===== config.mk =====
export PLATFORM = sky130hd
export DESIGN_NAME = dsp_shift_saturate_datapath
export DESIGN_NICKNAME = d
export VERILOG_FILES = /design/src/hw/dsp_datapath_pkg.sv /design/src/hw/div_step_if.sv /design/src/hw/div_step_engine.sv /design/src/hw/dsp_shift_saturate_datapath.sv
export SDC_FILE = /design/constraint.sdc
export NUM_CORES = 2
export LEC_CHECK = 0
export BUFFER_PORTS_ARGS = -buffer_cell sky130_fd_sc_hd__buf_2
export CORE_AREA = 2 2 257 259
export CTS_BUF_LIST = sky130_fd_sc_hd__clkbuf_8
export DETAILED_ROUTE_END_ITERATION = 10
export DIE_AREA = 0 0 259 261
export PLACE_DENSITY_LB_ADDON = 0.1
export SLEW_MARGIN = 20
export SYNTH_ARGS = -nofsm -noshare
export SYNTH_HDL_FRONTEND = slang
export SYNTH_SLANG_ARGS = --single-unit
export TNS_END_PERCENT = 5

===== constraint.sdc =====
create_clock -name ref_clk_in -period 3.31 [get_ports ref_clk_in]
set_input_delay 0.1655 -clock ref_clk_in [delete_from_list [all_inputs] [get_ports ref_clk_in]]
set_output_delay 0.1655 -clock ref_clk_in [all_outputs]
set_load 0.02 [all_outputs]

===== src/hw/dsp_datapath_pkg.sv =====
/*
 * constants and types for the arithmetic datapath: multiplier, divider,
 * barrel shifter and data space write saturation.
 * assumes one core clock; one instruction cycle per clock edge.
 */
// Overview of operation
// - one 17x17 multiplier gives a product in a single cycle, shared by integer and DSP ops.
// - the 17th operand bit carries the sign so signed, unsigned and mixed 16x16 products work.
// - the divider does 16/16 and 32/16 division in fractional and integer forms.
// - division is iterative, one step per repeated instruction, 19 cycles in total.
// - an interrupt between steps leaves the partial divide state intact so it resumes.
// - the shifter does an arithmetic or logical right shift, or a left shift, up to 16 bits.
// - the shifter operand comes from accumulator A, accumulator B or the X bus.
// - a positive shift amount shifts right, a negative one shifts left, zero passes through.
// - the shifter is 40 bits wide, giving a 40-bit DSP result and a 16-bit integer result.
// - X bus data sits at bits 16 to 31 for right shifts and bits 0 to 15 for left shifts.
// - integer and DSP instruction classes can both use the shifter.
// - write saturation takes the rounded 1.15 word, accumulator overflow and round overflow.
// - saturation changes only the stored word, never the source accumulator.
// - with saturation on, a value above 0x007fff is stored as 0x7fff.
// - with saturation on, a value below 0xff8000 is stored as 0x8000.
// - bit 39 of the source accumulator gives the sign used to choose the limit.
// - with saturation off, the rounded word is stored unmodified.
package dsp_datapath_pkg;
	localparam int ACC_W = 40;
	localparam int WORD_W = 16;
	localparam int MUL_W = 17;
	localparam int SHIFT_MAX = 16;
	localparam int XBUS_RIGHT_LSB = 16;
	localparam int XBUS_LEFT_LSB = 0;
	localparam int ACC_SIGN_BIT = 39;
	localparam int DIV_CYCLES = 19;
	localparam int DIV_STEPS = 18;
	localparam logic [15:0] SAT_POS = 16'h7fff;
	localparam logic [15:0] SAT_NEG = 16'h8000;

	typedef enum logic [1:0] {
		SRC_ACC_A,
		SRC_ACC_B,
		SRC_XBUS
	} shift_src_t;

	typedef enum {
		DIV_IDLE,
		DIV_RUN,
		DIV_DONE
	} div_state_t;
endpackage


===== src/hw/div_step_if.sv =====
/*
 * carrier between datapath top and the divider step engine.
 * assumes both ends on ref_clk_in.
 */
`timescale 1ns/1ps
interface div_step_if;
	logic start;
	logic step;
	logic wide;
	logic signed_op;
	logic frac;
	logic [31:0] dividend;
	logic [15:0] divisor;
	logic busy;
	logic done;
	logic [15:0] quotient;
	logic [15:0] remainder;
	modport ctrl (output start, output step, output wide, output signed_op, output frac,
		output dividend, output divisor, input busy, input done, input quotient,
		input remainder);
	modport engine (input start, input step, input wide, input signed_op, input frac,
		input dividend, input divisor, output busy, output done, output quotient,
		output remainder);
endinterface


===== src/hw/div_step_engine.sv =====
/*
 * iterative non-restoring-free shift/subtract divider, one quotient bit per step for the first sixteen of eighteen steps.
 * assumes the controller issues start once, then a step each repeated divide cycle.
 */
`timescale 1ns/1ps
module div_step_engine (
	input wire logic ref_clk_in,
	input wire logic nrst_in,
	div_step_if.engine d
);
	localparam int N_STEPS = dsp_datapath_pkg::DIV_STEPS;
	dsp_datapath_pkg::div_state_t state_r;
	logic [4:0] cnt_r;
	logic [32:0] rem_r;
	logic [31:0] quo_r;
	logic [15:0] dvs_r;
	logic neg_q_r;
	logic neg_r_r;
	logic [31:0] abs_dvd;
	logic [15:0] abs_dvs;
	logic [32:0] trial;
	logic dvd_neg;

	initial begin
		if (N_STEPS < 17 || N_STEPS > 31)
			$error("divide step count out of range");
	end

	always_comb begin
		// the dividend sign sits at bit 15 for the narrow forms and bit 31 for the wide one
		dvd_neg = d.signed_op & (d.wide ? d.dividend[31] : d.dividend[15]);
		abs_dvd = d.wide ? d.dividend : {{16{d.dividend[15] & d.signed_op}}, d.dividend[15:0]};
		if (d.frac)
			abs_dvd = d.wide ? d.dividend : {d.dividend[15:0], 16'h0000};
		if (dvd_neg)
			abs_dvd = 32'h0 - abs_dvd;
		abs_dvs = (d.signed_op && d.divisor[15]) ? 16'h0 - d.divisor : d.divisor;
		trial = {rem_r[31:0], quo_r[31]} - {17'h0, dvs_r};
	end

	// state lives only here and moves only on a start or a step, so stalls between steps are harmless
	always_ff @(posedge ref_clk_in or negedge nrst_in) begin
		if (!nrst_in) begin
			state_r <= dsp_datapath_pkg::DIV_IDLE;
			cnt_r <= 5'h00;
			rem_r <= 33'h0;
			quo_r <= 32'h0;
			dvs_r <= 16'h0000;
			neg_q_r <= 1'b0;
			neg_r_r <= 1'b0;
		end else if (d.start) begin
			state_r <= dsp_datapath_pkg::DIV_RUN;
			cnt_r <= 5'h00;
			// upper dividend half seeds the remainder, lower half is shifted in bit by bit
			rem_r <= {17'h00000, abs_dvd[31:16]};
			quo_r <= {abs_dvd[15:0], 16'h0000};
			dvs_r <= abs_dvs;
			neg_q_r <= dvd_neg ^ (d.signed_op & d.divisor[15]);
			neg_r_r <= dvd_neg;
		end else if (state_r == dsp_datapath_pkg::DIV_RUN && d.step) begin
			// sixteen quotient bits; the remaining steps only fill out the fixed cycle count
			if (cnt_r < 5'(dsp_datapath_pkg::WORD_W)) begin
				if (!trial[32]) begin
					rem_r <= trial;
					quo_r <= {quo_r[30:0], 1'b1};
				end else begin
					rem_r <= {rem_r[31:0], quo_r[31]};
					quo_r <= {quo_r[30:0], 1'b0};
				end
			end
			cnt_r <= cnt_r + 5'h01;
			if (cnt_r == 5'(N_STEPS - 1))
				state_r <= dsp_datapath_pkg::DIV_DONE;
		end
	end

	always_comb begin
		// magnitudes take their signs back here; results that overflow 16 bits are undefined
		d.busy = (state_r == dsp_datapath_pkg::DIV_RUN);
		d.done = (state_r == dsp_datapath_pkg::DIV_DONE);
		d.quotient = neg_q_r ? 16'h0 - quo_r[15:0] : quo_r[15:0];
		d.remainder = neg_r_r ? 16'h0 - rem_r[15:0] : rem_r[15:0];
	end
endmodule


===== src/hw/dsp_shift_saturate_datapath.sv =====
/*
 * arithmetic datapath: single-cycle 17x17 multiplier, iterative divider,
 * 40-bit barrel shifter and data space write saturation.
 * assumes the decoder drives operands synchronous to ref_clk_in, one op per cycle.
 */
`timescale 1ns/1ps
module dsp_shift_saturate_datapath (
	input wire logic ref_clk_in,
	input wire logic nrst_in,
	input wire logic mul_valid_in,
	input wire logic [15:0] mul_a_in,
	input wire logic [15:0] mul_b_in,
	input wire logic mul_a_signed_in,
	input wire logic mul_b_signed_in,
	output logic [33:0] mul_prod_out,
	output logic mul_valid_out,
	input wire logic div_start_in,
	input wire logic div_step_in,
	input wire logic div_wide_in,
	input wire logic div_signed_in,
	input wire logic div_frac_in,
	input wire logic [31:0] div_dividend_in,
	input wire logic [15:0] div_divisor_in,
	output logic div_busy_out,
	output logic div_done_out,
	output logic [15:0] div_quotient_out,
	output logic [15:0] div_remainder_out,
	input wire logic shift_valid_in,
	input wire logic [1:0] shift_src_in,
	input wire logic shift_arith_in,
	input wire logic shift_dsp_in,
	input wire logic signed [5:0] shift_amt_in,
	input wire logic [39:0] acc_a_in,
	input wire logic [39:0] acc_b_in,
	input wire logic [15:0] xbus_in,
	output logic [39:0] shift_acc_out,
	output logic [15:0] shift_word_out,
	output logic shift_valid_out,
	input wire logic data_write_saturate_enable_in,
	input wire logic wr_valid_in,
	input wire logic [15:0] wr_round_in,
	input wire logic wr_acc_ovf_in,
	input wire logic wr_round_ovf_in,
	input wire logic wr_acc_sign_in,
	output logic [15:0] wr_data_out,
	output logic wr_valid_out
);
	localparam int AW = dsp_datapath_pkg::ACC_W;
	localparam int MW = dsp_datapath_pkg::MUL_W;
	localparam int SMAX = dsp_datapath_pkg::SHIFT_MAX;

	initial begin
		if (AW != 40 || MW != 17 || SMAX != 16)
			$error("datapath widths not supported");
	end

	// multiplier: operands extended to 17 bits, sign bit from each mode flag
	logic signed [MW-1:0] mul_a_ext;
	logic signed [MW-1:0] mul_b_ext;
	logic signed [2*MW-1:0] mul_full;

	always_comb begin
		mul_a_ext = $signed({mul_a_signed_in & mul_a_in[15], mul_a_in});
		mul_b_ext = $signed({mul_b_signed_in & mul_b_in[15], mul_b_in});
		mul_full = mul_a_ext * mul_b_ext;
	end

	always_ff @(posedge ref_clk_in or negedge nrst_in) begin
		if (!nrst_in) begin
			mul_prod_out <= 34'h0;
			mul_valid_out <= 1'b0;
		end else begin
			mul_valid_out <= mul_valid_in;
			if (mul_valid_in)
				mul_prod_out <= mul_full;
		end
	end

	// divider: step engine holds all partial state
	div_step_if div_bus ();

	always_comb begin
		div_bus.start = div_start_in;
		div_bus.step = div_step_in;
		div_bus.wide = div_wide_in;
		div_bus.signed_op = div_signed_in;
		div_bus.frac = div_frac_in;
		div_bus.dividend = div_dividend_in;
		div_bus.divisor = div_divisor_in;
		div_busy_out = div_bus.busy;
		div_done_out = div_bus.done;
	end

	div_step_engine u_div (
		.ref_clk_in(ref_clk_in),
		.nrst_in(nrst_in),
		.d(div_bus)
	);

	always_ff @(posedge ref_clk_in or negedge nrst_in) begin
		if (!nrst_in) begin
			div_quotient_out <= 16'h0000;
			div_remainder_out <= 16'h0000;
		end else begin
			div_quotient_out <= div_bus.quotient;
			div_remainder_out <= div_bus.remainder;
		end
	end

	// barrel shifter
	logic [AW-1:0] sh_opnd;
	logic [AW-1:0] sh_res;
	logic [4:0] sh_mag;
	logic sh_left;
	logic sh_fill;

	always_comb begin
		sh_left = shift_amt_in[5];
		sh_mag = sh_left ? 5'(-shift_amt_in) : shift_amt_in[4:0];
		// the most negative amount has no 5-bit magnitude
		if (sh_left && shift_amt_in[4:0] == 5'h00)
			sh_mag = 5'(SMAX);
		if (sh_mag > 5'(SMAX))
			sh_mag = 5'(SMAX);
		unique case (shift_src_in)
			2'(dsp_datapath_pkg::SRC_ACC_A): sh_opnd = acc_a_in;
			2'(dsp_datapath_pkg::SRC_ACC_B): sh_opnd = acc_b_in;
			default: begin
				// xbus word placed per direction
				sh_opnd = 40'h0;
				if (sh_left)
					sh_opnd[dsp_datapath_pkg::XBUS_LEFT_LSB +: 16] = xbus_in;
				else
					sh_opnd[dsp_datapath_pkg::XBUS_RIGHT_LSB +: 16] = xbus_in;
			end
		endcase
		sh_fill = shift_arith_in & sh_opnd[AW-1];
		if (shift_src_in == 2'(dsp_datapath_pkg::SRC_XBUS))
			sh_fill = shift_arith_in & xbus_in[15];
		if (shift_src_in == 2'(dsp_datapath_pkg::SRC_XBUS) && !sh_left && sh_fill)
			sh_opnd[AW-1:32] = 8'hff;
		if (sh_left)
			sh_res = sh_opnd << sh_mag;
		else if (sh_fill)
			sh_res = ~(~sh_opnd >> sh_mag);
		else
			sh_res = sh_opnd >> sh_mag;
	end

	always_ff @(posedge ref_clk_in or negedge nrst_in) begin
		if (!nrst_in) begin
			shift_acc_out <= 40'h0;
			shift_word_out <= 16'h0000;
			shift_valid_out <= 1'b0;
		end else begin
			shift_valid_out <= shift_valid_in;
			if (shift_valid_in && shift_dsp_in)
				shift_acc_out <= sh_res;
			if (shift_valid_in && !shift_dsp_in) begin
				if (shift_src_in == 2'(dsp_datapath_pkg::SRC_XBUS) && !sh_left)
					shift_word_out <= sh_res[31:16];
				else
					shift_word_out <= sh_res[15:0];
			end
		end
	end

	// write saturation: output is a separate word, accumulator inputs are only read
	logic [15:0] sat_word;
	logic sat_ovf;

	always_comb begin
		sat_ovf = wr_acc_ovf_in | wr_round_ovf_in;
		sat_word = wr_round_in;
		if (data_write_saturate_enable_in && sat_ovf) begin
			if (wr_acc_sign_in)
				sat_word = dsp_datapath_pkg::SAT_NEG;
			else
				sat_word = dsp_datapath_pkg::SAT_POS;
		end
	end

	always_ff @(posedge ref_clk_in or negedge nrst_in) begin
		if (!nrst_in) begin
			wr_data_out <= 16'h0000;
			wr_valid_out <= 1'b0;
		end else begin
			wr_valid_out <= wr_valid_in;
			if (wr_valid_in)
				wr_data_out <= sat_word;
		end
	end
endmodule

==> flow_metrics.env <==
export IMPL_drive_above_1_share_pct=29.99
export IMPL_cp_top_family="adder cells"
export IMPL_min_period_over_period_pct=162.7
export IMPL_ioPinCount=361
export IMPL_cts_reportedPaths_clkPinSlew_ps=50
export IMPL_wl_um=100900
export IMPL_syn_instance_count=3291
export IMPL_hold_violations=0
export IMPL_use_met1_pct=39.65
export IMPL_max_cap_violations=0
export IMPL_cts_max_path_buffers=3
export IMPL_cts_sinks=230
export IMPL_dp_hpwl_um=83010
export IMPL_fin_area_mm2=0.03720
export IMPL_setup_worst_path_end_class="flip-flop"
export IMPL_avgSynthCellArea_um2=8.619
export IMPL_syn_area_mm2=0.02837
export IMPL_ys_ff_latch=230
export IMPL_hold_depth=4
export IMPL_slew_viol_final=0
export IMPL_violations="setup timing"
export IMPL_max_freq_ghz=0.1857
export IMPL_r2r_end="u_div.rem_r[0]$_DFFE_PN0P_"
export IMPL_yosysWarnings=0
export IMPL_vias=27307
export IMPL_slew_headroom_pct=36.35
export IMPL_core_area_mm2=0.06504
export IMPL_utilization_pct=57.20
export IMPL_finalSetupViolCount=39
export IMPL_grt_pass1_vias=28491
export IMPL_syn_num_nets=3915
export IMPL_yosysSeqAreaShare_pct=20.29
export IMPL_p_seq_share_pct=10.1
export IMPL_fillCellCount=5982
export IMPL_worstMarginPinSlew_ps=954.8
export IMPL_die_area_mm2=0.06760
export IMPL_place_area_mm2=0.03494
export IMPL_power_frac_comb_pct=82.2
export IMPL_synthDistinctLibCells=84
export IMPL_use_met3_pct=4.849
export IMPL_die_height_um=261
export IMPL_setup_slack_ps=-2076
export IMPL_num_rows=94
export IMPL_overflow=0
export IMPL_slowest_delay_ps=560
export IMPL_p_sw_share_pct=44.69
export IMPL_required_ps=3770
export IMPL_insertion_delay_ps=610
export IMPL_power_leakage_uw=0.01838
export IMPL_dr_pass1_iters=6
export IMPL_vias_per_cell=5.443
export IMPL_slowest_stage="fa_1"
export IMPL_power_density_mw_per_mm2=1070
export IMPL_port_buffers=360
export IMPL_antenna_found_initial=3
export IMPL_synthToLayoutAreaGrowth_pct=31.15
export IMPL_crit_fanout=7
export IMPL_critPathBufInv=13
export IMPL_synth_top_flop_cell="dfrtp_1"
export IMPL_drt_initial_drc_count=1745
export IMPL_layout_nets=4742
export IMPL_top_usage_layer="met2"
export IMPL_crit_type="in2reg"
export IMPL_die_w_um=259
export IMPL_grt_start_max_net_pins=108
export IMPL_period_minus_slack_ps=5386
export IMPL_grt_total_usage_pct=30.02
export IMPL_gp_congestion=0.9899
export IMPL_p_int_uw=22020
export IMPL_startpoint_type="input port"
export IMPL_holdPathEnd="mul_prod_out[0]$_DFFE_PN0P_"
export IMPL_hold_start="mul_b_in[0]"
export IMPL_htreeDepth=2
export IMPL_use_met2_pct=49.91
export IMPL_synth_edff_count=0
export IMPL_vdd_drop_max_uv=1492
export IMPL_ant_nets=0
export IMPL_worstHoldPathType="in2reg"
export IMPL_cts_root_buf="clkbuf_8"
export IMPL_routedWlPerCell_um=20.11
export IMPL_power_frac_clock_pct=7.7
export IMPL_drc=0
export IMPL_start_util_pct=43.61
export IMPL_tritoncts="done"
export IMPL_grt_pass1_wl_um=159400
export IMPL_status="finished, violations left"
export IMPL_async_reset_ff_share_pct=100.0
export IMPL_fin_skew_ps=31.94
export IMPL_cts_buffers=45
export IMPL_regToRegStartpoint="u_div.rem_r[16]$_DFFE_PN0P_"
export IMPL_reg2reg_depth=9
export IMPL_rsz0062_at_grt="true"
export IMPL_ff2ff_setup_slack_ps=-240
export IMPL_cp_arrival_ps=5850
export IMPL_switchingPower_uw=17790
metrics by stage:
step	power (uW)	TNS, ps	hold slack (ps)	worst slack [ps]	cells
after floorplan	21210	-48240	-130.1	-2376	3291
after detailed placement	31830	-87160	282.7	-3069	4867
after global routing	43400	-48380	48.69	-2188	5016
after CTS	38460	-41710	2.771	-2079	5010
final	39820	-41990	47.49	-2076	5017
after global placement	31560	-84350	269.1	-2964	4867
metal layers:
layer | up-vias | part of all wire, %
li1 | 12796 | -
met1 | 13439 | 43
met2 | 853 | 47
met3 | 217 | 5.9
met4 | 2 | 4.0
met5 | - | 0.0089
synthesized netlist by cell type (all sizes together), types with 24 or more instances:
cell | instances | area [um^2]
a21oi | 204 | 1025
nand3 | 34 | 170.2
clkbuf | 158 | 593.1
nor2b | 24 | 150.1
inv | 364 | 1366
mux2 | 96 | 1081
a31oi | 37 | 231.5
a211oi | 26 | 195.2
xnor2 | 93 | 833.3
ha | 109 | 1364
nand2 | 392 | 1471
dfrtp | 230 | 5756
o31ai | 34 | 255.2
buf | 40 | 188.9
nor3 | 39 | 195.2
mux2i | 192 | 1922
nor2 | 211 | 792.0
o21ai | 175 | 875.8
o22ai | 25 | 156.4
xor2 | 36 | 322.8
fa | 297 | 5946
a22oi | 37 | 277.8
and2 | 140 | 875.8
layout by cell type, fill, tap and decap left out, types with 149 or more instances in the layout:
| cell | count |
|---|---|
| buf_4 | 543 |
| nand2_1 | 383 |
| inv_1 | 358 |
| buf_2 | 334 |
| fa_1 | 286 |
| dfrtp_1 | 230 |
| nor2_1 | 207 |
| a21oi_1 | 190 |
| mux2i_1 | 187 |
| o21ai_0 | 149 |
worst reg2reg max path, delay by kind of cell (launching register included):
family / cells / cell delay, ps
multiplexers: 1 / 410
AND/OR/NAND/NOR: 5 / 1890
AO/OA/AOI/OAI: 2 / 270
flip-flops: 1 / 390
XOR/XNOR: 1 / 510
cell families after synthesis:
kind of cell,count (synthesis),share of synthesized area (%)
simple gates,969,16.06
flops,230,20.29
buf+inv,563,7.587
mux,288,10.59
xor+xnor,129,4.076
fa+ha+maj,406,25.77
compound gates,706,15.64
worst max path at each step:
| stage | startpoint | end | depth (start not counted) |
|---|---|---|---|
| after floorplan | mul_a_signed_in | mul_prod_out[33]$_DFFE_PN0P_ | 25 |
| after global placement | mul_a_in[15] | mul_prod_out[27]$_DFFE_PN0P_ | 24 |
| after detailed placement | mul_a_in[11] | mul_prod_out[27]$_DFFE_PN0P_ | 24 |
| after CTS | mul_a_in[15] | mul_prod_out[30]$_DFFE_PN0P_ | 25 |
| after global routing | mul_b_in[7] | mul_prod_out[18]$_DFFE_PN0P_ | 26 |
| final | mul_a_in[7] | mul_prod_out[18]$_DFFE_PN0P_ | 28 |
power groups by stage:
stage | Sequential, uW | Combinational (uW) | Clock (uW)
floorplan | 4450 | 16800 | 0
global placement | 4070 | 27500 | 0
detailed placement | 4080 | 27700 | 0
CTS | 4040 | 31300 | 3160
global route | 4110 | 36000 | 3280
finish | 4040 | 32700 | 3060
sequential cells by signal (all words and copies together) (netlist names):
register           cells
u_div.quo_r           32
shift_word_out        16
mul_valid_out          1
u_div.cnt_r            5
wr_data_out           16
u_div.rem_r           32
wr_valid_out           1
u_div.dvs_r           16
shift_acc_out         40
mul_prod_out          34
div_quotient_out      16
div_remainder_out     16
shift_valid_out        1
u_div.neg_q_r          1
u_div.neg_r_r          1
u_div.state_r          2
final cells by class:
type                    count  area (um^2)  area share (%)
inverters                 365         1373           3.689
clock buffers              55        757.0           2.035
multi-input cells        2498        21050           56.59
clock inverters            25        198.9          0.5347
diodes                      2        5.005         0.01345
flip-flops and latches    230         5756           15.47
well taps                 864         1081           2.906
repair buffers            978         6979           18.76
repair_timing:
item,in CTS,in global routing
resized for setup,96,83
endpoints found under the hold margin,151,0
hold buffers,51,0
endpoints found under the setup margin,50,83
pin swaps,56,54
buffers inserted,12,5
(Power assumes the default switching activity.)
